`src/inc/arc_defines.svh`:
```
// register offsets, field positions, reset values and counts for arc
`ifndef ARC_DEFINES_SVH
`define ARC_DEFINES_SVH

// ****************************************************
// register byte offsets
// ****************************************************
`define ARC_OFF_RESULT_HIGH 8'h00
`define ARC_OFF_RESULT_LOW 8'h04
`define ARC_OFF_CMP_HIGH 8'h08
`define ARC_OFF_CMP_LOW 8'h0c
`define ARC_OFF_CONFIG 8'h10
`define ARC_OFF_PIN_DISABLE 8'h14
`define ARC_OFF_CMP_CTRL 8'h18

// ****************************************************
// converter_config fields
// ****************************************************
`define ARC_CFG_LOW_POWER 7
`define ARC_CFG_DIV_HI 6
`define ARC_CFG_DIV_LO 5
`define ARC_CFG_LONG_SAMPLE 4
`define ARC_CFG_MODE_HI 3
`define ARC_CFG_MODE_LO 2
`define ARC_CFG_CLK_HI 1
`define ARC_CFG_CLK_LO 0

// ****************************************************
// compare control fields
// ****************************************************
`define ARC_CTRL_CMP_EN 0
`define ARC_CTRL_CMP_GT 1

// ****************************************************
// reset values
// ****************************************************
`define ARC_RST_CONFIG 8'h00
`define ARC_RST_CMP 8'h00
`define ARC_RST_PIN_DISABLE 8'h00
`define ARC_RST_CTRL 2'h0
`define ARC_RST_RESULT 8'h00

// ****************************************************
// sizes
// ****************************************************
`define ARC_CHANNELS 8
`define ARC_RAW_W 11

`endif

```
`src/inc/arc_pkg.sv`:
```
// types shared by the arc result, compare and config block
package arc_pkg;
    typedef enum logic [1:0] {
        ARC_MODE_8BIT,
        ARC_MODE_RSVD1,
        ARC_MODE_10BIT,
        ARC_MODE_RSVD3
    } arc_mode_t;

    typedef enum logic [1:0] {
        ARC_SRC_BUS,
        ARC_SRC_BUS_HALF,
        ARC_SRC_ALT,
        ARC_SRC_ASYNC
    } arc_clk_src_t;
endpackage

```
`src/rtl/arc_top.sv`:
```
// converter result, compare, configuration and pin-control registers
//
// What this block does
// - high result holds bits 9:8, zero 8-bit
// - load results on completion unless compare fails
// - 10-bit high read locks results until low read or config write
// - completions during lock are discarded
// - 8-bit mode never locks results
// - low result holds bits 7:0 or 8-bit
// - compare bits 9:8 used only 10-bit
// - low compare byte compared in both modes
// - config bit 7 selects low power
// - config bits 6:5 divide by 1/2/4/8
// - config bit 4 selects long sample
// - config bits 3:2 select resolution
// - config bits 1:0 select input clock
// - pin-control bit n governs channel n pin
// - set bit tristates, zeroes input, drops pullup
// - compare less-than, or greater-or-equal when set
// - round raw result to 10 or 8 bits
`include "arc_defines.svh"

module arc_top
    import arc_pkg::*;
(
    // clock and reset
    input wire logic sys_clk,
    input wire logic reset,
    // apb slave
    input wire logic psel,
    input wire logic penable,
    input wire logic pwrite,
    input wire logic [7:0] paddr,
    input wire logic [31:0] pwdata,
    output logic [31:0] prdata,
    output logic pready,
    output logic pslverr,
    // converter core
    input wire logic conv_done,
    input wire logic [10:0] conv_raw,
    output logic low_power_select,
    output logic [1:0] clock_divide_select,
    output logic long_sample_select,
    output logic [1:0] conv_mode,
    output logic [1:0] input_clock_select,
    output logic converter_clock,
    // clock sources, asynchronous
    input wire logic alternate_clock,
    input wire logic internal_async_clock,
    // port pin logic
    input wire logic [7:0] port_out,
    input wire logic [7:0] port_oe,
    input wire logic [7:0] port_pullup,
    input wire logic [7:0] pad_in,
    output logic [7:0] pad_out,
    output logic [7:0] pad_oe,
    output logic [7:0] pad_pullup,
    output logic [7:0] port_in
);

    // ****************************************************
    // register state
    // ****************************************************
    logic [7:0] converter_config;
    logic [7:0] compare_value_high;
    logic [7:0] compare_value_low;
    logic [7:0] analog_pin_disable_lo;
    logic [1:0] compare_ctrl;
    logic [7:0] conv_result_high;
    logic [7:0] conv_result_low;
    logic result_lock;

    logic apb_done;
    logic wr_done;
    logic rd_done;
    logic mode_10;
    logic compare_enable;
    logic compare_greater_select;

    assign apb_done = psel & penable & pready;
    assign wr_done = apb_done & pwrite;
    assign rd_done = apb_done & ~pwrite;
    assign mode_10 = converter_config[`ARC_CFG_MODE_HI:`ARC_CFG_MODE_LO]
        == ARC_MODE_10BIT;
    assign compare_enable = compare_ctrl[`ARC_CTRL_CMP_EN];
    assign compare_greater_select = compare_ctrl[`ARC_CTRL_CMP_GT];

    // ****************************************************
    // apb handshake
    // ****************************************************
    // one wait state so prdata and pslverr come from flops
    always_ff @(posedge sys_clk) begin
        if (reset) begin
            pready <= 1'b0;
        end else begin
            pready <= psel & penable & ~pready;
        end
    end

    logic [31:0] next_prdata;
    logic next_pslverr;

    always_comb begin
        next_prdata = 32'h0000_0000;
        next_pslverr = 1'b0;
        unique case (paddr)
            `ARC_OFF_RESULT_HIGH: begin
                // 8-bit mode reads zero above the low byte
                next_prdata[7:0] = mode_10 ? conv_result_high
                    : 8'h00;
            end
            `ARC_OFF_RESULT_LOW: begin
                next_prdata[7:0] = conv_result_low;
            end
            `ARC_OFF_CMP_HIGH: begin
                next_prdata[7:0] = compare_value_high;
            end
            `ARC_OFF_CMP_LOW: begin
                next_prdata[7:0] = compare_value_low;
            end
            `ARC_OFF_CONFIG: begin
                next_prdata[7:0] = converter_config;
            end
            `ARC_OFF_PIN_DISABLE: begin
                next_prdata[7:0] = analog_pin_disable_lo;
            end
            `ARC_OFF_CMP_CTRL: begin
                next_prdata[1:0] = compare_ctrl;
            end
            default: begin
                next_pslverr = 1'b1;
            end
        endcase
    end

    always_ff @(posedge sys_clk) begin
        if (reset) begin
            prdata <= 32'h0000_0000;
            pslverr <= 1'b0;
        end else if (psel & penable & ~pready) begin
            prdata <= pwrite ? 32'h0000_0000 : next_prdata;
            pslverr <= next_pslverr;
        end else begin
            pslverr <= 1'b0;
        end
    end

    // ****************************************************
    // software registers
    // ****************************************************
    always_ff @(posedge sys_clk) begin
        if (reset) begin
            converter_config <= `ARC_RST_CONFIG;
        end else if (wr_done && paddr == `ARC_OFF_CONFIG) begin
            // reserved mode codes are stored as written
            converter_config <= pwdata[7:0];
        end
    end

    always_ff @(posedge sys_clk) begin
        if (reset) begin
            compare_value_high <= `ARC_RST_CMP;
            compare_value_low <= `ARC_RST_CMP;
        end else if (wr_done) begin
            if (paddr == `ARC_OFF_CMP_HIGH) begin
                compare_value_high <= pwdata[7:0];
            end
            if (paddr == `ARC_OFF_CMP_LOW) begin
                compare_value_low <= pwdata[7:0];
            end
        end
    end

    always_ff @(posedge sys_clk) begin
        if (reset) begin
            analog_pin_disable_lo <= `ARC_RST_PIN_DISABLE;
        end else if (wr_done && paddr == `ARC_OFF_PIN_DISABLE) begin
            analog_pin_disable_lo <= pwdata[7:0];
        end
    end

    always_ff @(posedge sys_clk) begin
        if (reset) begin
            compare_ctrl <= `ARC_RST_CTRL;
        end else if (wr_done && paddr == `ARC_OFF_CMP_CTRL) begin
            compare_ctrl <= pwdata[1:0];
        end
    end

    // ****************************************************
    // configuration to the converter core
    // ****************************************************
    always_ff @(posedge sys_clk) begin
        if (reset) begin
            low_power_select <= 1'b0;
            clock_divide_select <= 2'h0;
            long_sample_select <= 1'b0;
            conv_mode <= 2'h0;
            input_clock_select <= 2'h0;
        end else begin
            low_power_select <=
                converter_config[`ARC_CFG_LOW_POWER];
            clock_divide_select <=
                converter_config[`ARC_CFG_DIV_HI:`ARC_CFG_DIV_LO];
            long_sample_select <=
                converter_config[`ARC_CFG_LONG_SAMPLE];
            conv_mode <=
                converter_config[`ARC_CFG_MODE_HI:`ARC_CFG_MODE_LO];
            input_clock_select <=
                converter_config[`ARC_CFG_CLK_HI:`ARC_CFG_CLK_LO];
        end
    end

    // ****************************************************
    // converter clock select and divide
    // ****************************************************
    logic [1:0] alt_sync;
    logic [1:0] async_sync;
    logic alt_last;
    logic async_last;
    logic bus_half;
    logic src_tick;
    logic [2:0] div_count;
    logic [2:0] div_limit;

    // slow sources become enables; they must run well below sys_clk/2
    always_ff @(posedge sys_clk) begin
        if (reset) begin
            alt_sync <= 2'h0;
            async_sync <= 2'h0;
            alt_last <= 1'b0;
            async_last <= 1'b0;
            bus_half <= 1'b0;
        end else begin
            alt_sync <= {alt_sync[0], alternate_clock};
            async_sync <= {async_sync[0], internal_async_clock};
            alt_last <= alt_sync[1];
            async_last <= async_sync[1];
            bus_half <= ~bus_half;
        end
    end

    always_comb begin
        unique case (arc_clk_src_t'(input_clock_select))
            ARC_SRC_BUS: src_tick = 1'b1;
            ARC_SRC_BUS_HALF: src_tick = bus_half;
            ARC_SRC_ALT: src_tick = alt_sync[1] & ~alt_last;
            ARC_SRC_ASYNC: src_tick = async_sync[1] & ~async_last;
        endcase
    end

    assign div_limit = 3'((4'h1 << clock_divide_select) - 4'h1);

    always_ff @(posedge sys_clk) begin
        if (reset) begin
            div_count <= 3'h0;
            converter_clock <= 1'b0;
        end else begin
            converter_clock <= src_tick && div_count >= div_limit;
            if (src_tick) begin
                div_count <= (div_count >= div_limit) ? 3'h0
                    : div_count + 3'h1;
            end
        end
    end

    // ****************************************************
    // rounding and compare
    // ****************************************************
    function automatic logic [9:0] arc_round10(input logic [10:0] raw);
        logic [10:0] sum;
        sum = {1'b0, raw[10:1]} + {10'h000, raw[0]};
        arc_round10 = sum[10] ? 10'h3ff : sum[9:0];
    endfunction

    function automatic logic [7:0] arc_round8(input logic [8:0] raw);
        logic [8:0] sum;
        sum = {1'b0, raw[8:1]} + {8'h00, raw[0]};
        arc_round8 = sum[8] ? 8'hff : sum[7:0];
    endfunction

    logic [9:0] rounded;
    logic [9:0] cmp_value;
    logic cmp_met;
    logic load_ok;

    always_comb begin
        if (mode_10) begin
            rounded = arc_round10(conv_raw);
            cmp_value = {compare_value_high[1:0],
                compare_value_low};
        end else begin
            rounded = {2'h0, arc_round8(conv_raw[8:0])};
            cmp_value = {2'h0, compare_value_low};
        end
    end

    assign cmp_met = compare_greater_select ? (rounded >= cmp_value)
        : (rounded < cmp_value);

    // lock only matters in 10-bit mode
    assign load_ok = conv_done && !(mode_10 && result_lock)
        && (!compare_enable || cmp_met);

    // ****************************************************
    // result registers and interlock
    // ****************************************************
    always_ff @(posedge sys_clk) begin
        if (reset) begin
            conv_result_high <= `ARC_RST_RESULT;
            conv_result_low <= `ARC_RST_RESULT;
        end else if (load_ok) begin
            conv_result_high <= {6'h00, rounded[9:8]};
            conv_result_low <= rounded[7:0];
        end
    end

    // a completion in the same cycle as the low read is still dropped
    always_ff @(posedge sys_clk) begin
        if (reset) begin
            result_lock <= 1'b0;
        end else if (rd_done && paddr == `ARC_OFF_RESULT_LOW) begin
            result_lock <= 1'b0;
        end else if (rd_done && paddr == `ARC_OFF_RESULT_HIGH
            && mode_10) begin
            result_lock <= 1'b1;
        end else if (wr_done && paddr == `ARC_OFF_CONFIG) begin
            // results are stale after a reconfigure anyway
            result_lock <= 1'b0;
        end
    end

    // ****************************************************
    // pin control per channel
    // ****************************************************
    logic [7:0] pad_sync0;
    logic [7:0] pad_sync1;

    generate
        for (genvar ch = 0; ch < `ARC_CHANNELS; ch++) begin : g_pin
            always_ff @(posedge sys_clk) begin
                if (reset) begin
                    pad_sync0[ch] <= 1'b0;
                    pad_sync1[ch] <= 1'b0;
                    pad_out[ch] <= 1'b0;
                    pad_oe[ch] <= 1'b0;
                    pad_pullup[ch] <= 1'b0;
                    port_in[ch] <= 1'b0;
                end else begin
                    pad_sync0[ch] <= pad_in[ch];
                    pad_sync1[ch] <= pad_sync0[ch];
                    if (analog_pin_disable_lo[ch]) begin
                        pad_out[ch] <= 1'b0;
                        pad_oe[ch] <= 1'b0;
                        pad_pullup[ch] <= 1'b0;
                        port_in[ch] <= 1'b0;
                    end else begin
                        pad_out[ch] <= port_out[ch];
                        pad_oe[ch] <= port_oe[ch];
                        pad_pullup[ch] <= port_pullup[ch];
                        port_in[ch] <= pad_sync1[ch];
                    end
                end
            end
        end
    endgenerate

endmodule

```
`config.mk`:
```
export PLATFORM = sky130hd
export DESIGN_NAME = arc_top
export DESIGN_NICKNAME = d
export VERILOG_FILES = /design/src/inc/arc_pkg.sv /design/src/rtl/arc_top.sv
export VERILOG_INCLUDE_DIRS = /design/src /design/src/inc
export SDC_FILE = /design/constraint.sdc
export NUM_CORES = 1
export LEC_CHECK = 0
export CAP_MARGIN = 20
export CELL_PAD_IN_SITES_DETAIL_PLACEMENT = 1
export CELL_PAD_IN_SITES_GLOBAL_PLACEMENT = 1
export CORE_MARGIN = 10
export CORE_UTILIZATION = 35
export CTS_BUF_LIST = sky130_fd_sc_hd__clkbuf_8
export DETAILED_ROUTE_END_ITERATION = 8
export DONT_BUFFER_PORTS = 1
export HOLD_SLACK_MARGIN = 0.08
export PLACE_DENSITY = 0.63
export SLEW_MARGIN = 20
export SYNTH_ARGS = -nofsm -noshare
export SYNTH_HDL_FRONTEND = slang
export SYNTH_SLANG_ARGS = --single-unit
```
`constraint.sdc`:
```
create_clock -name sys_clk -period 7.5 [get_ports sys_clk]
set_clock_uncertainty 0.15 [all_clocks]
set_input_delay 0.375 -clock sys_clk [delete_from_list [all_inputs] [get_ports sys_clk]]
set_output_delay 0.375 -clock sys_clk [all_outputs]
set_load 0.02 [all_outputs]
```
==> impl_metrics.tcl <==
set metrics [dict create \
    start_util_pct 35.9 \
    grt_max_degree 108 \
    dpl.hpwl_mm 10.8 \
    post_drt_via_cell_ratio 5.15 \
    worst_hold_slack_ns 0.133 \
    wirelength_mm 15.6 \
    numCtsBuffers 17 \
    critPathRequiredTime_ns 7.66 \
    ys_types 54 \
    place.gp.congestion 0.781 \
    cts_tree "done" \
    grt_pass1_vias 4372 \
    period_needed_ns 3.93 \
    synth_area_leaders "dfxtp_1, mux2i_1, and2_1" \
    io_buffers 0 \
    ys_warn_count 0 \
    yosysSeqAreaShare_pct 46.7 \
    grt_overflow 0 \
    synth.top_cells.by_count "dfxtp_1, nor2_1, nand3_1" \
    h-tree-depth 4 \
    cts-root-buf "clkbuf_8" \
    drv_cap 0 \
    synth_top_area_cell "dfxtp_1" \
    gr-usage-met2_pct 25.6 \
    num_vias 4093 \
    grt_pass1_wl_mm 24.2 \
    synth.cell_area_um2 5240 \
    achievable-frequency_mhz 254 \
    cts.reportedPaths.clkPinSlew_ns 0.07 \
    drc 0 \
    fp.dieH_um 142 \
    critPathKind "reg -> reg" \
    endpoint_kind "flop" \
    tightest_slew_ns 1.05 \
    io_pins 166 \
    syn_area_per_cell_um2 9.48 \
    grt.total_usage_pct 15.3 \
    yosysTopAreaCellShare_pct 46.7 \
    ant_nets 0 \
    async_flop_share_pct 0 \
    cts_sinks 122 \
    drive_gt1_share_pct 8.55 \
    synthFlopType "dfxtp_1" \
    die_area_um2 20200 \
    synthToLayoutAreaGrowth_pct 19.4 \
    wire_per_inst_um 19.6 \
    hold_path.class "in -> reg" \
    die_width_um 142 \
    use_met1_pct 16.7 \
    rows 44 \
    setup_viol 0 \
    antenna_found_initial 3 \
    cp.arrival_ns 4.10 \
    use_met3_pct 7.14 \
    status "finished, final reports clean" \
    drt-initial-drc-count 148 \
    synth.ff_latch_count 122 \
    core_um2 14600 \
    finalHoldViolCount 0 \
    synthCells 552 \
    p_leak_uw 0.00244 \
    clock_latency_ns 0.43 \
    ir_drop_v 0.000136 \
    cp-start-kind "flop" \
    slew_headroom_pct 29.6 \
    grt.busiest_layer "met2" \
    p_per_area_nw_per_um2 228 \
    finalMaxSlewViolations 0 \
    tns_ns 0 \
    nNetsFinal 703 \
    synth-edff-count 0 \
    grt_setup_unrepaired "no" \
    worstPathMaxFanout 10 \
    fin_crit_sh_pct 52.5 \
    synth_most_common_cell "dfxtp_1" \
    clock_path_buffers 2 \
    dr.pass1.iters 4 \
]
## power breakdown
group / internal [uW] / switching [uW] / total, uW / leakage (uW)
Clock: 395 / 248 / 643 / 0.000237
Sequential: 666 / 18.7 / 684 / 0.000997
Combinational: 43.3 / 53.6 / 96.9 / 0.00120
Total: 1100 / 320 / 1420 / 0.00244
## path summary, 6_finish.rpt
| kind | slack [ns] | end | startpoint | cells past startpoint |
|---|---|---|---|---|
| max reg2reg | 3.57 | conv_result_low[2] | converter_config[3] | 9 |
| min reg2reg | 0.27 | bus_half | bus_half | 1 |
| min | 0.13 | prdata[1] | paddr[1] | 3 |
| max | 3.57 | conv_result_low[2] | converter_config[3] | 9 |
## stage by stage
step / total power (uW) / cells / instance area (um2) / worst slack (ns) / util, %
6_report: 1420 / 795 / 6250 / 3.57 / 42.8
3_3_place_gp: 760 / 715 / 5310 / 3.35 / 36.4
3_5_place_dp: 762 / 715 / 5320 / 3.55 / 36.5
4_1_cts: 1440 / 792 / 6230 / 3.55 / 42.7
2_1_floorplan: 764 / 575 / 5320 / 4.25 / -
5_1_grt: 1490 / 794 / 6250 / 3.31 / 42.8
## kinds of logic (layout without fill, tap and decap cells)
kind of cell             Yosys count  in the layout  synth area share [%]
AO/OA/AOI/OAI                     66             66                  8.34
XOR/XNOR                           3              3                 0.502
adder cells (fa/ha/maj)           16             16                  3.82
buffers and inverters             63             96                  6.50
flip-flops                       122            122                  46.7
multiplexers                      40             40                  8.08
other                              1             27                0.0716
AND/OR/NAND/NOR                  241            241                  26.0
## cell type report
class,count,area [um2]
antenna,3,7.51
clock buffer,18,248
clock inverter,13,185
fill,1642,8340
inverter,15,56.3
multi-input combinational,390,2570
sequential,122,2440
tap,184,230
timing repair buffer,50,508
## sequential cells by signal, summed over array words and instances (netlist names), 3 cells and up
name,cells
analog_pin_disable_lo,8
pad_pullup,8
pad_out,8
pad_sync0,8
prdata,8
port_in,8
conv_result_low,8
div_count,3
converter_config,8
pad_oe,8
pad_sync1,8
compare_value_high,8
compare_value_low,8
## placed cells by master (no fill, tap or decap), types with 22 or more instances in the layout
cell type / netlist / final
dlygate4sd3_1: 0 / 45
mux2i_1: 31 / 31
a21oi_1: 22 / 22
nand2_1: 31 / 31
conb_1: 1 / 24
dfxtp_1: 122 / 122
nor2_1: 46 / 46
nand3_1: 38 / 38
and2_1: 34 / 34
nor2b_1: 33 / 33
## worst max-delay path, cell delays in order (launching register included)
cell	delay, ns
dfxtp_1	0.45
nor2b_1	0.55
a211oi_1	0.21
or2_2	0.34
ha_1	0.32
a211oi_2	0.24
o21bai_1	0.12
a211o_1	0.32
a311oi_4	0.77
mux2_4	0.35
## per-layer routing
layer  vias to the layer above  share of wire (%)
li1                       1952                  -
met1                      1984                 41
met2                       137                 49
met3                        20                8.2
met4                         0                1.6
met5                         -                  0
## repair_timing
item,CTS,global route
gates resized for setup,0,0
hold buffers,46,0
setup buffers,0,0
endpoints found under the hold margin,122,0
(Power assumes the default switching activity.)
